==> config.mk <==
export PLATFORM = sky130hd
export DESIGN_NAME = pdm_port_d_mux
export DESIGN_NICKNAME = d
export VERILOG_FILES = /design/src/pdm_pkg.sv /design/src/pdm_pin_cell.sv /design/src/pdm_port_d_mux.sv
export VERILOG_INCLUDE_DIRS = /design/src
export SDC_FILE = /design/constraint.sdc
export NUM_CORES = 1
export LEC_CHECK = 0
export BUFFER_PORTS_ARGS = -buffer_cell sky130_fd_sc_hd__buf_2
export CAP_MARGIN = 20
export CORE_AREA = 2 2 70 72
export CTS_CLUSTER_DIAMETER = 80
export DETAILED_ROUTE_END_ITERATION = 8
export DIE_AREA = 0 0 72 74
export PLACE_DENSITY_LB_ADDON = 0.15
export RECOVER_POWER = 25
export REMOVE_ABC_BUFFERS = 1
export SLEW_MARGIN = 40
export SYNTH_ARGS = -nofsm -noshare
export SYNTH_HDL_FRONTEND = slang
export SYNTH_SLANG_ARGS = --single-unit
==> constraint.sdc <==
create_clock -name clk_i -period 1.9 [get_ports clk_i]
set_clock_uncertainty 0.15 [all_clocks]
set_input_delay 0.285 -clock clk_i [delete_from_list [all_inputs] [get_ports clk_i]]
set_output_delay 0.285 -clock clk_i [all_outputs]
set_load 0.005 [all_outputs]
==> src/pdm_params.svh <==
/*
  Constants for the port D low pin-function mux: bit positions, reset
  values of the configuration set. Assumes it is included by bare name.
*/
`ifndef PDM_PARAMS_SVH
`define PDM_PARAMS_SVH

// ----------------------------------------------------------------
// bit positions
// ----------------------------------------------------------------
`define PDM_PIN_DMSEL 9
`define PDM_PIN_CSTWO 0
`define PDM_SEL_CAN_BIT 4

// ----------------------------------------------------------------
// reset values
// ----------------------------------------------------------------
`define PDM_PULLUP_RST 16'hFFFF
`define PDM_PERIPH_EN_RST 16'h0200
`define PDM_PERIPH_SEL_RST 16'h0000
`define PDM_BUS_DRIVE_RST 1'b0
`define PDM_DM_MODE_RST 1'b1
`define PDM_GPIO_DIR_RST 16'h0000
`define PDM_GPIO_DATA_RST 16'h0000

`endif

==> src/pdm_pkg.sv <==
/*
  Types for the port D low pin-function mux.
  Assumes the params header is compiled alongside.
*/
package pdm_pkg;

  // ----------------------------------------------------------------
  // pin owner
  // ----------------------------------------------------------------
  typedef enum logic [1:0] {
    PDM_FN_GPIO = 2'b00,
    PDM_FN_CHIPSEL = 2'b01,
    PDM_FN_CAN = 2'b10
  } pdm_func_e;

endpackage : pdm_pkg

==> src/pdm_pin_cell.sv <==
/*
  One pad cell: registers the drive request and pull-up, and brings the
  pad level into the clock domain through two flip-flops.
  Assumes the pad wire is resolved outside from out and oe_n.
*/
`timescale 1ns/1ps

module pdm_pin_cell (
  input wire logic clk_i,
  input wire logic rst_n_i,
  input wire logic drive_en_i,
  input wire logic drive_val_i,
  input wire logic pullup_en_i,
  input wire logic pad_in_i,
  output logic pad_out_o,
  output logic pad_oe_n_o,
  output logic pad_pullup_o,
  output logic pad_sync_o
);

  logic out_reg, out_next;
  logic oe_n_reg, oe_n_next;
  logic pu_reg, pu_next;
  logic meta_reg, sync_reg;

  // ----------------------------------------------------------------
  // next values: oe_n low means the pad is driven
  // ----------------------------------------------------------------
  always_comb begin
    out_next = drive_val_i;
    oe_n_next = ~drive_en_i;
    pu_next = pullup_en_i;
  end

  // reset releases the pad with the pull-up on
  always_ff @(posedge clk_i) begin
    if (!rst_n_i) begin
      out_reg <= 1'b1;
      oe_n_reg <= 1'b1;
      pu_reg <= 1'b1;
      meta_reg <= 1'b1;
      sync_reg <= 1'b1;
    end else begin
      out_reg <= out_next;
      oe_n_reg <= oe_n_next;
      pu_reg <= pu_next;
      meta_reg <= pad_in_i; // only read by sync_reg
      sync_reg <= meta_reg;
    end
  end

  assign pad_out_o = out_reg;
  assign pad_oe_n_o = oe_n_reg;
  assign pad_pullup_o = pu_reg;
  assign pad_sync_o = sync_reg;

endmodule : pdm_pin_cell

==> src/pdm_port_d_mux.sv <==
/*
  Pin-function mux for two shared port D pins: the data memory select
  pin (port_d_pin9) and the chip_select_two / second_can_transmit pin
  (port_d_pin0). Assumes the external memory controller reports its
  access phase and address on the same clock, and that pads resolve
  from out / oe_n / pullup outside.
*/
`timescale 1ns/1ps
`include "pdm_params.svh"

module pdm_port_d_mux #(
  parameter int ADDR_W = 16
) (
  input wire logic clk_i,
  input wire logic rst_n_i,
  input wire logic ext_mem_active_i,
  input wire logic ext_mem_data_space_i,
  input wire logic [ADDR_W-1:0] ext_mem_addr_i,
  input wire logic [ADDR_W-1:0] chip_select_one_base_i,
  input wire logic [ADDR_W-1:0] chip_select_one_mask_i,
  input wire logic [ADDR_W-1:0] chip_select_two_base_i,
  input wire logic [ADDR_W-1:0] chip_select_two_mask_i,
  input wire logic cfg_we_i,
  input wire logic [15:0] port_d_pullup_enable_i,
  input wire logic [15:0] port_d_peripheral_enable_i,
  input wire logic [15:0] peripheral_select_register_i,
  input wire logic bus_drive_control_i,
  input wire logic data_memory_select_mode_i,
  input wire logic [15:0] gpio_dir_i,
  input wire logic [15:0] gpio_data_i,
  input wire logic second_can_transmit_i,
  input wire logic port_d_pin9_in_i,
  input wire logic port_d_pin0_in_i,
  output logic port_d_pin9_out_o,
  output logic port_d_pin9_oe_n_o,
  output logic port_d_pin9_pullup_o,
  output logic port_d_pin0_out_o,
  output logic port_d_pin0_oe_n_o,
  output logic port_d_pin0_pullup_o,
  output logic [1:0] port_d_gpio_in_o,
  output pdm_pkg::pdm_func_e pin9_func_o,
  output pdm_pkg::pdm_func_e pin0_func_o,
  output logic data_memory_select_mode_o
);

  // ----------------------------------------------------------------
  // configuration set
  // ----------------------------------------------------------------
  logic [15:0] pullup_reg, pullup_next;
  logic [15:0] periph_en_reg, periph_en_next;
  logic [15:0] periph_sel_reg, periph_sel_next;
  logic bus_drive_reg, bus_drive_next;
  logic dm_mode_reg, dm_mode_next;
  logic [15:0] gpio_dir_reg, gpio_dir_next;
  logic [15:0] gpio_data_reg, gpio_data_next;

  // all fields load together on one strobe
  always_comb begin
    pullup_next = pullup_reg;
    periph_en_next = periph_en_reg;
    periph_sel_next = periph_sel_reg;
    bus_drive_next = bus_drive_reg;
    dm_mode_next = dm_mode_reg;
    gpio_dir_next = gpio_dir_reg;
    gpio_data_next = gpio_data_reg;
    if (cfg_we_i) begin
      pullup_next = port_d_pullup_enable_i;
      periph_en_next = port_d_peripheral_enable_i;
      periph_sel_next = peripheral_select_register_i;
      bus_drive_next = bus_drive_control_i;
      dm_mode_next = data_memory_select_mode_i;
      gpio_dir_next = gpio_dir_i;
      gpio_data_next = gpio_data_i;
    end
  end

  // reset: pin9 owned by data select, pin0 gpio, bus released when idle
  always_ff @(posedge clk_i) begin
    if (!rst_n_i) begin
      pullup_reg <= `PDM_PULLUP_RST;
      periph_en_reg <= `PDM_PERIPH_EN_RST;
      periph_sel_reg <= `PDM_PERIPH_SEL_RST;
      bus_drive_reg <= `PDM_BUS_DRIVE_RST;
      dm_mode_reg <= `PDM_DM_MODE_RST;
      gpio_dir_reg <= `PDM_GPIO_DIR_RST;
      gpio_data_reg <= `PDM_GPIO_DATA_RST;
    end else begin
      pullup_reg <= pullup_next;
      periph_en_reg <= periph_en_next;
      periph_sel_reg <= periph_sel_next;
      bus_drive_reg <= bus_drive_next;
      dm_mode_reg <= dm_mode_next;
      gpio_dir_reg <= gpio_dir_next;
      gpio_data_reg <= gpio_data_next;
    end
  end

  // ----------------------------------------------------------------
  // chip select decode
  // ----------------------------------------------------------------
  logic one_hit, two_hit;
  pdm_pkg::pdm_func_e f9, f0;

  // chip select one follows data space while in legacy mode
  always_comb begin
    if (dm_mode_reg) begin
      one_hit = ext_mem_active_i & ext_mem_data_space_i;
    end else begin
      one_hit = ext_mem_active_i &
        (((ext_mem_addr_i ^ chip_select_one_base_i) & chip_select_one_mask_i) == '0);
    end
    two_hit = ext_mem_active_i &
      (((ext_mem_addr_i ^ chip_select_two_base_i) & chip_select_two_mask_i) == '0);
  end

  // owner of each pin
  always_comb begin
    f9 = periph_en_reg[`PDM_PIN_DMSEL] ? pdm_pkg::PDM_FN_CHIPSEL : pdm_pkg::PDM_FN_GPIO;
    if (!periph_en_reg[`PDM_PIN_CSTWO]) begin
      f0 = pdm_pkg::PDM_FN_GPIO;
    end else if (periph_sel_reg[`PDM_SEL_CAN_BIT]) begin
      f0 = pdm_pkg::PDM_FN_CAN;
    end else begin
      f0 = pdm_pkg::PDM_FN_CHIPSEL;
    end
  end

  // ----------------------------------------------------------------
  // pad drive per owner
  // ----------------------------------------------------------------
  logic en9, val9, en0, val0;

  // idle chip selects either float or hold high; floating relies on the pull-up
  always_comb begin
    case (f9)
      pdm_pkg::PDM_FN_CHIPSEL: begin
        en9 = ext_mem_active_i | bus_drive_reg;
        val9 = ~one_hit;
      end
      default: begin
        en9 = gpio_dir_reg[`PDM_PIN_DMSEL];
        val9 = gpio_data_reg[`PDM_PIN_DMSEL];
      end
    endcase
    case (f0)
      pdm_pkg::PDM_FN_CHIPSEL: begin
        en0 = ext_mem_active_i | bus_drive_reg;
        val0 = ~two_hit;
      end
      pdm_pkg::PDM_FN_CAN: begin
        en0 = ~second_can_transmit_i;
        val0 = 1'b0;
      end
      default: begin
        en0 = gpio_dir_reg[`PDM_PIN_CSTWO];
        val0 = gpio_data_reg[`PDM_PIN_CSTWO];
      end
    endcase
  end

  pdm_pin_cell u_pin9 (
    .clk_i(clk_i),
    .rst_n_i(rst_n_i),
    .drive_en_i(en9),
    .drive_val_i(val9),
    .pullup_en_i(pullup_reg[`PDM_PIN_DMSEL]),
    .pad_in_i(port_d_pin9_in_i),
    .pad_out_o(port_d_pin9_out_o),
    .pad_oe_n_o(port_d_pin9_oe_n_o),
    .pad_pullup_o(port_d_pin9_pullup_o),
    .pad_sync_o(port_d_gpio_in_o[1])
  );

  pdm_pin_cell u_pin0 (
    .clk_i(clk_i),
    .rst_n_i(rst_n_i),
    .drive_en_i(en0),
    .drive_val_i(val0),
    .pullup_en_i(pullup_reg[`PDM_PIN_CSTWO]),
    .pad_in_i(port_d_pin0_in_i),
    .pad_out_o(port_d_pin0_out_o),
    .pad_oe_n_o(port_d_pin0_oe_n_o),
    .pad_pullup_o(port_d_pin0_pullup_o),
    .pad_sync_o(port_d_gpio_in_o[0])
  );

  assign pin9_func_o = f9;
  assign pin0_func_o = f0;
  assign data_memory_select_mode_o = dm_mode_reg;
endmodule : pdm_port_d_mux

# == After elaboration in Yosys (flattened, before gate mapping) ==
# Cells that the tools add are included.
# word_totals
regBits,57
wordCells,43
out_inout_bits,13
in_bits,170
# classes
mux,8
eq_ne,3
bitwise_logic,13
reduce_logical,2
# op_table
cell,n
$and 16x16->16,2
$logic_not 16->1,2
$xor 16x16->16,2
$not 1->1,5
$mux 1,4
$mux 2,2
$pmux 1 s2,2
$and 1x1->1,3
$eq 2x1->1 const B,1
$eq 2x2->1 const B,1
$eq 1x1->1 const B,1
$or 1x1->1,1

# == Longest topological paths before layout ==
# Gate-level depths: netlist (run 1).
# depth
ltp_word,7
depth_mapped,5
mapped_depth_nobuf,5

# == Cells and area by module ==
# Synthesis (run 1) repeated with hierarchy kept, for this count alone.
# hier_totals
hier_cells,126
hier_area_um2,1206.2
# by_module_without_submodules
mod,cells_each,seq_area_each_um2,area_each_um2,n_inst
pdm_port_d_mux,106,220.2,948.4,1
pdm_pin_cell,10,100.1,128.9,2

# == Worst setup path after synthesis (run 1) ==
# Ideal clock, no wire load.
# synth_timing
kind,register to register
start,register periph_en_reg[9]
end,register u_pin9.out_reg (netlist: u_pin9.pad_out_o)
n_path_buf,0
stages_incl_launch_ff,6
path_slack_ps,555
arrival_time_ps,1057
path_cell_list,dfxtp_1 and2b_2 a2111oi_2 nand3_1 nor2_1 a22oi_1
# synth_via
elab_chain_cells,3
# synth_lines
item,line,rtl
start: declaration,pdm_port_d_mux.sv:50,"logic [15:0] periph_en_reg, periph_en_next;"
start signal: assignment,pdm_port_d_mux.sv:81,periph_en_reg <= `PDM_PERIPH_EN_RST;
start signal: assignment,pdm_port_d_mux.sv:89,periph_en_reg <= periph_en_next;
$mux 1,pdm_port_d_mux.sv:118,f9 = periph_en_reg[`PDM_PIN_DMSEL] ? pdm_pkg::PDM_FN_CHIPSEL : pdm_pkg::PDM_FN_GPIO;
$eq 1x1->1,pdm_port_d_mux.sv:135,case (f9)
$mux 1,pdm_port_d_mux.sv:135,
end signal: assignment,pdm_pin_cell.sv:44,out_reg <= out_next;
end: declaration,pdm_pin_cell.sv:21,"logic out_reg, out_next;"
# Every way passes these cells.
# A chain may end at the register's enable or synchronous reset.

# == Worst setup path after layout (run 1) ==
# Ends and elaborated chain as after synthesis.

==> results of run 1 <==
## final cells by class
type	count	area, um2	area share, %
timing repair buffer	111	553	30.0
clock inverter	1	5.00	0.272
sequential	21	420	22.8
clock buffer	3	41.3	2.24
multi-input combinational	100	754	41.0
tap	54	67.6	3.67
## final timing paths
path | end | slack, ns | depth (start not counted)
hold reg to reg | u_pin9.pad_sync_o$_SDFF_PN1_ | 0.26 | 1
setup reg to reg | u_pin9.pad_out_o$_SDFF_PN1_ | 0.42 | 5
setup / recovery | u_pin9.pad_out_o$_SDFF_PN1_ | 0.42 | 5
hold / removal | u_pin0.meta_reg$_SDFF_PN1_ | 0.05 | 2
## cells by family (layout without fill, tap and decap cells)
| logic type | after synthesis | count (layout) | synth area share (%) |
|---|---|---|---|
| buffers and inverters | 7 | 115 | 3.49 |
| DFF | 21 | 21 | 34.5 |
| and+or+nand+nor | 34 | 34 | 15.1 |
| xor gates and xnor gates | 32 | 32 | 23.0 |
| AOI/OAI and AO/OA | 21 | 21 | 13.6 |
| other | 1 | 1 | 0.308 |
| muxes | 12 | 12 | 9.97 |
## cell usage after synthesis
library cell  number  area [um2]
xor2_1            32         280
dfxtp_1           21         420
a22oi_1           14         105
mux2i_1           11         110
nor2b_1            9        56.3
nand2_1            7        26.3
nand2b_1           6        37.5
buf_4              4        30.0
nor2_1             4        15.0
nand4_1            3        18.8
a222oi_1           2        20.0
clkbuf_1           2        7.51
nand3_1            2        10.0
a2111oi_2          1        15.0
a211oi_1           1        7.51
a21oi_1            1        5.00
and2_1             1        6.26
and2b_2            1        8.76
buf_2              1        5.00
conb_1             1        3.75
mux2_2             1        11.3
nor3_1             1        5.00
o211ai_1           1        7.51
o21ai_0            1        5.00
## metal layers
| layer | wire length (um) | vias to the layer above | GRT usage (%) |
|---|---|---|---|
| met1 | 1520 | 554 | 16.7 |
| met3 | 235 | 2 | 2.57 |
| met2 | 1790 | 42 | 23.9 |
| met4 | 11 | 0 | 3.14 |
| met5 | 0 | - | 0 |
| li1 | - | 660 | - |
## worst reg2reg max path, delay by kind of cell, from the launching register on
| family | cells | cell delay, ns |
|---|---|---|
| compound gates | 2 | 0.27 |
| simple gates | 3 | 0.47 |
| flops | 1 | 0.43 |
## power groups by stage
stage	logic, W	registers [W]	clock network (W)
floorplan	0.000112	0.000489	0
global placement	0.000274	0.000490	0
detailed placement	0.000274	0.000489	0
CTS	0.000276	0.000480	0.000299
global route	0.000305	0.000483	0.000310
finish	0.000270	0.000479	0.000285
## per-stage QoR
step	setup slack, ns	std cells	util, %	hold slack [ns]	area, um2
finish	0.422	290	40.1	0.0548	1840
global placement	0.369	286	39.2	0.239	1800
detailed placement	0.379	286	39.2	0.246	1800
CTS	0.426	290	40.2	0.0480	1850
global route	0.296	290	40.1	0.0491	1840
floorplan	0.535	121	-	0.197	1170
==> impl_metrics.yaml, run 1 <==
timing:
  max-slew-margin-rel_pct: 45.2
  rsz0062_at_grt: "no"
  tightest_slew_ns: 0.823
  hold_viol: 0
  tns_ns: 0
  setup_viol: 0
  period_share_pct: 77.8
  drv_slew: 0
  fmax_mhz: 677
  finalCriticalPeriod_ns: 1.48
drt:
  final_antenna_net_count: 0
  drtIter0Drc: 30
  routed_wl_um: 3560
  vias_per_cell: 4.34
  vias: 1258
  drc_errors: 0
  wl_per_cell_um: 12.3
  drt-pass1-iter-count: 4
cells_and_area:
  area_growth_pct: 51.3
  diodes: 0
  layout_common_cells: "buf_2 (109), xor2_1 (32), dfxtp_1 (21)"
  fill_cells: 502
  final_nets: 407
  drive_above_1_share_pct: 49.2
  final_common_cell: "buf_2"
setup_path:
  rr_startpoint: "periph_en_reg[9]$_SDFFE_PN1P_"
  crit_path_start_kind: "flip-flop"
  path_buf_inv: 0
  cp_slowest_cell: "dfxtp_1"
  path_max_fanout: 7
  critical_path.max_stage_delay_ns: 0.43
  endpoint_kind: "flip-flop"
  critPathArrivalTime_ns: 1.42
  worstPathCellList: "and2b_2 > a2111oi_2 > nand3_1 > nor2_1 > a22oi_1"
  crit_family: "simple AND/OR/NAND/NOR gates"
  startpoint: "periph_en_reg[9]$_SDFFE_PN1P_"
  worst-endpoint-required_ns: 1.85
  crit_type: "flip-flop to flip-flop"
hold_path:
  hp-start: "port_d_pin0_in_i"
  hold_path.class: "primary input to flip-flop"
clocking:
  root_buffer: "clkbuf_8"
  cts_setup_buffers: 0
  hold_buffers: 0
  ctsResizeCount: 0
  cts_buffers: 3
  clk_latency_ns: 0.25
  clockBufferDepth: 2
  cts_tree: "done"
  cts_htree_levels: 1
  clk_pin_slew_ns: 0.08
  clock-sinks: 21
power_and_ir_drop:
  p_leak_nw: 0.939
  peakVddDrop_mv: 0.290
  p_switching_w: 0.000268
  p_per_area_nw_per_um2: 562
  total_power_w: 0.00103
  swShare_pct: 25.9
  seq_power_share_pct: 46.3
  p_int_w: 0.000767
  pwr-share-comb_pct: 26.1
  power_frac_clock_pct: 27.6
floorplan:
  fp.dieH_um: 74
  num_rows: 25
  start_util_pct: 26.5
  core_um2: 4600
  ios: 183
  die_area_um2: 5330
  die_w_um: 72
yosys:
  syn-mean-instance-area_um2: 9.51
  syn_area_um2: 1220
  ys_seq_elements: 21
  yosysUniqueCellTypes: 24
  synth_warnings: 0
  yosysSeqAreaShare_pct: 34.5
  synthCells: 128
grt:
  grt_start_max_net_pins: 22
  grt_pass1_wl_um: 5530
  gr-total-overflow: 0
  antenna_found_initial: 0
  grt_pass1_vias: 1219
  gr-usage-all-layers_pct: 13.3
run:
  drv_cap: 0
placement:
  place_hpwl_um: 3020
  portBuffers: 110
  globalplace.congestion: 0.696
outcome:
  outcome: "finished clean"
(Power assumes the default switching activity.)
==> run 2, diff against run 1 <==
--- a/config.mk
+++ b/config.mk
@@ -6,12 +6,13 @@
 export SDC_FILE = /design/constraint.sdc
 export NUM_CORES = 1
 export LEC_CHECK = 0
+export ABC_AREA = 1
 export BUFFER_PORTS_ARGS = -buffer_cell sky130_fd_sc_hd__buf_2
 export CAP_MARGIN = 20
-export CORE_AREA = 2 2 70 72
+export CORE_AREA = 2 2 73 75
 export CTS_CLUSTER_DIAMETER = 80
 export DETAILED_ROUTE_END_ITERATION = 8
-export DIE_AREA = 0 0 72 74
+export DIE_AREA = 0 0 75 77
 export PLACE_DENSITY_LB_ADDON = 0.15
 export RECOVER_POWER = 25
 export REMOVE_ABC_BUFFERS = 1
==> constraint.sdc (replaced) <==
create_clock -name clk_i -period 1.24 [get_ports clk_i]
set_clock_uncertainty 0.15 [all_clocks]
set_input_delay 0.186 -clock clk_i [delete_from_list [all_inputs] [get_ports clk_i]]
set_output_delay 0.186 -clock clk_i [all_outputs]
set_load 0.005 [all_outputs]
==> impl_metrics.yaml, run 2 <==
timing:
  drv_slew: 0
  finalCriticalPeriod_ns: 1.19
  setup_viol: 0
  period_share_pct: 96.1
  fmax_mhz: 839
  rsz0062_at_grt: "yes"
  hold_viol: 0
  tns_ns: 0
floorplan:
  die_area_um2: 5780
  core_um2: 4980
  start_util_pct: 25.8
  ios: 183
  num_rows: 26
  die_w_um: 75
  fp.dieH_um: 77
yosys:
  synthArstFlopShare_pct: 0
  synth_top_area_cell: "dfxtp_1"
  synthTopCellsByCount: "nand2_1 (62), nor2_1 (39), dfxtp_1 (21), nand3_1 (20)"
  synthCells: 208
  yosysTopAreaCellShare_pct: 32.7
  synth_flop_cell: "dfxtp_1"
  yosysSeqAreaShare_pct: 32.7
  syn_area_um2: 1290
  syn-mean-instance-area_um2: 6.18
  synth.most_common_cell: "nand2_1"
  synth_warnings: 0
  synth_edf_count: 0
  yosysUniqueCellTypes: 18
  synthTopCellsByArea: "dfxtp_1 (33%), nand2_1 (18%), nor2_1 (11%)"
  ys_seq_elements: 21
drt:
  vias_per_cell: 4.09
  drc_errors: 0
  drtIter0Drc: 31
  vias: 1654
  wl_per_cell_um: 9.57
  routed_wl_um: 3870
  drt-pass1-iter-count: 4
  final_antenna_net_count: 0
setup_path:
  rr_startpoint: "data_memory_select_mode_o$_SDFFE_PN1P_"
  path_max_fanout: 3
  crit_type: "flip-flop to output pin"
  critPathArrivalTime_ns: 0.86
  reg2reg_slack_ns: 0.17
  r2r_end: "u_pin9.pad_out_o$_SDFF_PN1_"
  reg2reg_depth: 8
  crit_path_start_kind: "flip-flop"
  worst-endpoint-required_ns: 0.90
  endpoint_kind: "output pin"
grt:
  grt_pass1_vias: 1570
  antenna_found_initial: 0
  grt_start_max_net_pins: 13
  gr-usage-all-layers_pct: 13.6
  grt_pass1_wl_um: 6270
  gr-total-overflow: 0
clocking:
  clk_pin_slew_ns: 0.07
  clockBufferDepth: 2
  root_buffer: "clkbuf_8"
  cts_buffers: 3
  clk_latency_ns: 0.25
  clock-sinks: 21
  cts_tree: "done"
  cts_htree_levels: 1
placement:
  place_hpwl_um: 3260
  portBuffers: 110
  placed_cell_area_um2: 1950
  globalplace.congestion: 0.791
cells_and_area:
  final_area_um2: 2120
  diodes: 0
  layout_common_cells: "buf_2 (110), nand2_1 (62), nor2_1 (37)"
  final_common_cell: "buf_2"
  drive_above_1_share_pct: 41.3
  final_nets: 505
  area_growth_pct: 65.1
  fill_cells: 587
outcome:
  outcome: "finished clean"
hold_path:
  whs_endpoint: "u_pin0.pad_oe_n_o$_SDFF_PN1_"
  whs_path_depth: 3
  hp-start: "second_can_transmit_i"
  hold_path.class: "primary input to flip-flop"
power_and_ir_drop:
  p_per_area_nw_per_um2: 779
  peakVddDrop_mv: 0.564
  p_leak_nw: 1.14
run:
  drv_cap: 0
## run 2: worst max-delay path by stage
stage          cells after the start  slack (ns)                           to                           from
2_1_floorplan                      9        0.13  u_pin9.pad_out_o$_SDFF_PN1_      chip_select_one_base_i[0]
3_3_place_gp                       8       -0.14  u_pin0.pad_out_o$_SDFF_PN1_     chip_select_two_base_i[11]
3_5_place_dp                       8       -0.15  u_pin0.pad_out_o$_SDFF_PN1_     chip_select_two_base_i[11]
4_1_cts                            3       0.008               pin0_func_o[0]  periph_en_reg[0]$_SDFFE_PN0P_
5_1_grt                            3      -0.008               pin0_func_o[0]  periph_en_reg[0]$_SDFFE_PN0P_
6_report                           3        0.05               pin0_func_o[0]  periph_en_reg[0]$_SDFFE_PN0P_
## run 2: final cells by class
cell class	instances	area [um2]	share of cell area, %
clock inverter	1	5.00	0.236
inverter	9	33.8	1.59
multi-input combinational	171	801	37.7
clock buffer	3	41.3	1.94
tap	70	87.6	4.12
timing repair buffer	129	731	34.4
sequential	21	424	20.0
## run 2: metal layers
| metal | vias up | share of wire, % | global-route usage [%] | wire length [um] |
|---|---|---|---|---|
| met5 | - | 0 | 0 | 0 |
| met4 | 0 | 1.1 | 3.39 | 41 |
| met3 | 4 | 6.7 | 1.97 | 261 |
| met2 | 55 | 50 | 24.5 | 1930 |
| met1 | 682 | 42 | 16.4 | 1640 |
| li1 | 913 | - | - | - |
## run 2: cell families after synthesis
kind of cell	after synthesis	share of synthesized area [%]
AOI/OAI and AO/OA	18	7.29
xor gates and xnor gates	8	5.45
buffers and inverters	16	5.84
DFF	21	32.7
other	1	0.292
and+or+nand+nor	144	48.4
## run 2: power by group
part	leakage (nW)	internal (W)	switching, W	total (W)
registers	0.175	0.000720	0.0000194	0.000740
clock network	0.0255	0.000223	0.000215	0.000438
logic	0.938	0.000268	0.000209	0.000477
## run 2: stage by stage
step	utilization (%)	worst slack [ns]	hold slack (ns)	cells	total power [W]
after floorplan	-	0.134	0.120	201	0.000934
after global placement	39.1	-0.145	0.222	388	0.00119
after detailed placement	39.1	-0.153	0.226	388	0.00120
after CTS	42.5	0.00773	0.0101	404	0.00169
after global routing	42.7	-0.00788	0.0253	404	0.00179
final	42.7	0.0478	0.0176	404	0.00166
## run 2: critical path, stage by stage (launching register included)
cell and delay (ns):
dfxtp_2 0.35, inv_2 0.05, nor2_4 0.08, buf_2 0.12
## run 2: repair_timing
item / CTS / global route
hold endpoints to repair: 10 / 0
cloned: 0 / 0
buffers inserted: 2 / 0
pin swaps: 1 / 4
setup endpoints to repair: 1 / 3
hold buffers: 10 / 0
gates resized for setup: 3 / 4
==> run 3, diff against run 2 <==
--- a/config.mk
+++ b/config.mk
@@ -6,13 +6,12 @@
 export SDC_FILE = /design/constraint.sdc
 export NUM_CORES = 1
 export LEC_CHECK = 0
-export ABC_AREA = 1
 export BUFFER_PORTS_ARGS = -buffer_cell sky130_fd_sc_hd__buf_2
 export CAP_MARGIN = 20
-export CORE_AREA = 2 2 73 75
+export CORE_AREA = 2 2 72 74
 export CTS_CLUSTER_DIAMETER = 80
 export DETAILED_ROUTE_END_ITERATION = 8
-export DIE_AREA = 0 0 75 77
+export DIE_AREA = 0 0 74 76
 export PLACE_DENSITY_LB_ADDON = 0.15
 export RECOVER_POWER = 25
 export REMOVE_ABC_BUFFERS = 1
==> impl_metrics.yaml, run 3 (synthesis results as in run 1) <==
grt:
  grt_pass1_vias: 1338
  gr-total-overflow: 0
  grt_pass1_wl_um: 6070
  gr-usage-all-layers_pct: 13.8
  grt_start_max_net_pins: 22
  grt-busiest-layer: "met2"
  antenna_found_initial: 0
  met3_usage_pct: 3.44
  met2_usage_pct: 23.8
  gr-usage-met1_pct: 16.4
cells_and_area:
  drive_above_1_share_pct: 52.6
  final_common_cell: "buf_2"
  diodes: 0
  final_nets: 420
  instances_no_fill: 319
  layout_common_cells: "buf_2 (108), xor2_1 (32), dfxtp_1 (17)"
  area_growth_pct: 65.6
  fill_cells: 516
setup_path:
  path_max_fanout: 2
  worst-endpoint-required_ns: 1.21
  crit_type: "flip-flop to flip-flop"
  worstPathCellList: "and2b_2 > a2111oi_4 > nand3_1 > nor2_1 > a22oi_1"
  cp_slowest_cell: "dfxtp_2"
  critPathArrivalTime_ns: 1.30
  startpoint: "periph_en_reg[9]$_SDFFE_PN1P_"
  endpoint_kind: "flip-flop"
  critical_path.max_stage_delay_ns: 0.33
  crit_path_start_kind: "flip-flop"
  rr_startpoint: "periph_en_reg[9]$_SDFFE_PN1P_"
timing:
  timing.hold.ws_ns: 0.0308
  fmax_mhz: 752
  rsz0062_at_grt: "yes"
  worst_slack_ns: -0.0896
  hold_viol: 0
  period_share_pct: 107
  setup_viol: 1
  tns_ns: -0.0896
  finalCriticalPeriod_ns: 1.33
  drv_slew: 0
placement:
  globalplace.congestion: 0.777
  dp.cells: 307
  portBuffers: 110
  place_hpwl_um: 3180
floorplan:
  num_rows: 26
  fp.dieH_um: 76
  start_util_pct: 24.8
  ios: 183
  die_w_um: 74
  core_um2: 4910
  die_area_um2: 5620
clocking:
  cts_buffers: 3
  clockBufferDepth: 2
  clk_pin_slew_ns: 0.08
  clock-sinks: 21
  cts_tree: "done"
  cts_htree_levels: 1
  root_buffer: "clkbuf_8"
  clk_latency_ns: 0.26
run:
  drv_cap: 0
drt:
  vias: 1302
  wl_per_cell_um: 11.9
  routed_wl_um: 3790
  drc_errors: 0
  final_antenna_net_count: 0
  drtIter0Drc: 26
  drt-pass1-iter-count: 4
  vias_per_cell: 4.08
outcome:
  violations: "setup timing"
  outcome: "complete, but fails checks"
hold_path:
  hold_path.class: "primary input to flip-flop"
  hp-start: "bus_drive_control_i"
power_and_ir_drop:
  p_per_area_nw_per_um2: 815
  p_leak_nw: 1.01
  peakVddDrop_mv: 0.550
==> run 3: changes by cell type in the layout (fill, tap and decap cells not counted), moves of 9 or more <==
| cell | delta |
|---|---|
| or2_1 | -9 |
| nor2_1 | -33 |
| mux2i_1 | +11 |
| nand2_1 | -55 |
| nand3_1 | -18 |
| a22oi_1 | +14 |
| xor2_1 | +24 |
==> run 3: per-stage QoR <==
step	total power (W)	instance area, um2	setup WS, ns	util, %
2_1_floorplan	0.000921	1170	-0.125	-
3_3_place_gp	0.00119	1860	-0.176	37.8
3_5_place_dp	0.00119	1860	-0.244	37.8
4_1_cts	0.00166	2000	-0.111	40.8
5_1_grt	0.00175	2020	-0.218	41.0
6_report	0.00164	2020	-0.0896	41.0
==> run 3: what timing repair did <==
action	CTS	global route
pin swaps	1	0
endpoints found under the hold margin	6	0
setup endpoints to repair	3	4
gates cloned	0	0
resized for setup	6	4
hold buffers	6	0
setup buffers	2	0
==> run 3: power by group <==
group	internal (W)	switching [W]
clock	0.000224	0.000223
sequential	0.000714	0.0000192
combinational	0.000271	0.000191
total	0.00121	0.000433
==> run 3: worst paths after layout <==
| check | end | slack, ns | cells after the start |
|---|---|---|---|
| min | bus_drive_reg$_SDFFE_PN0P_ | 0.03 | 3 |
| max reg2reg | u_pin9.pad_out_o$_SDFF_PN1_ | -0.09 | 5 |
| min reg2reg | u_pin0.pad_sync_o$_SDFF_PN1_ | 0.26 | 1 |
| max | u_pin9.pad_out_o$_SDFF_PN1_ | -0.09 | 5 |
==> run 3: critical path: cells and delay by family, from the launching register on <==
| family | cells | cell delay [ns] |
|---|---|---|
| and+or+nand+nor | 3 | 0.44 |
| DFF | 1 | 0.33 |
| AOI/OAI and AO/OA | 2 | 0.27 |
==> run 3: metal layers <==
layer | up-vias | share of wire, % | wire (um)
met5 | - | 0 | 0
met4 | 0 | 1.6 | 59
met3 | 6 | 7.6 | 288
met2 | 47 | 50 | 1880
met1 | 564 | 41 | 1560
li1 | 685 | - | -
==> run 3: layout make-up <==
type | count | area, um2 | area share [%]
clock inverter | 1 | 5.00 | 0.248
sequential | 21 | 428 | 21.2
tap | 70 | 87.6 | 4.35
clock buffer | 3 | 41.3 | 2.05
timing repair buffer | 124 | 677 | 33.6
multi-input combinational | 100 | 777 | 38.5
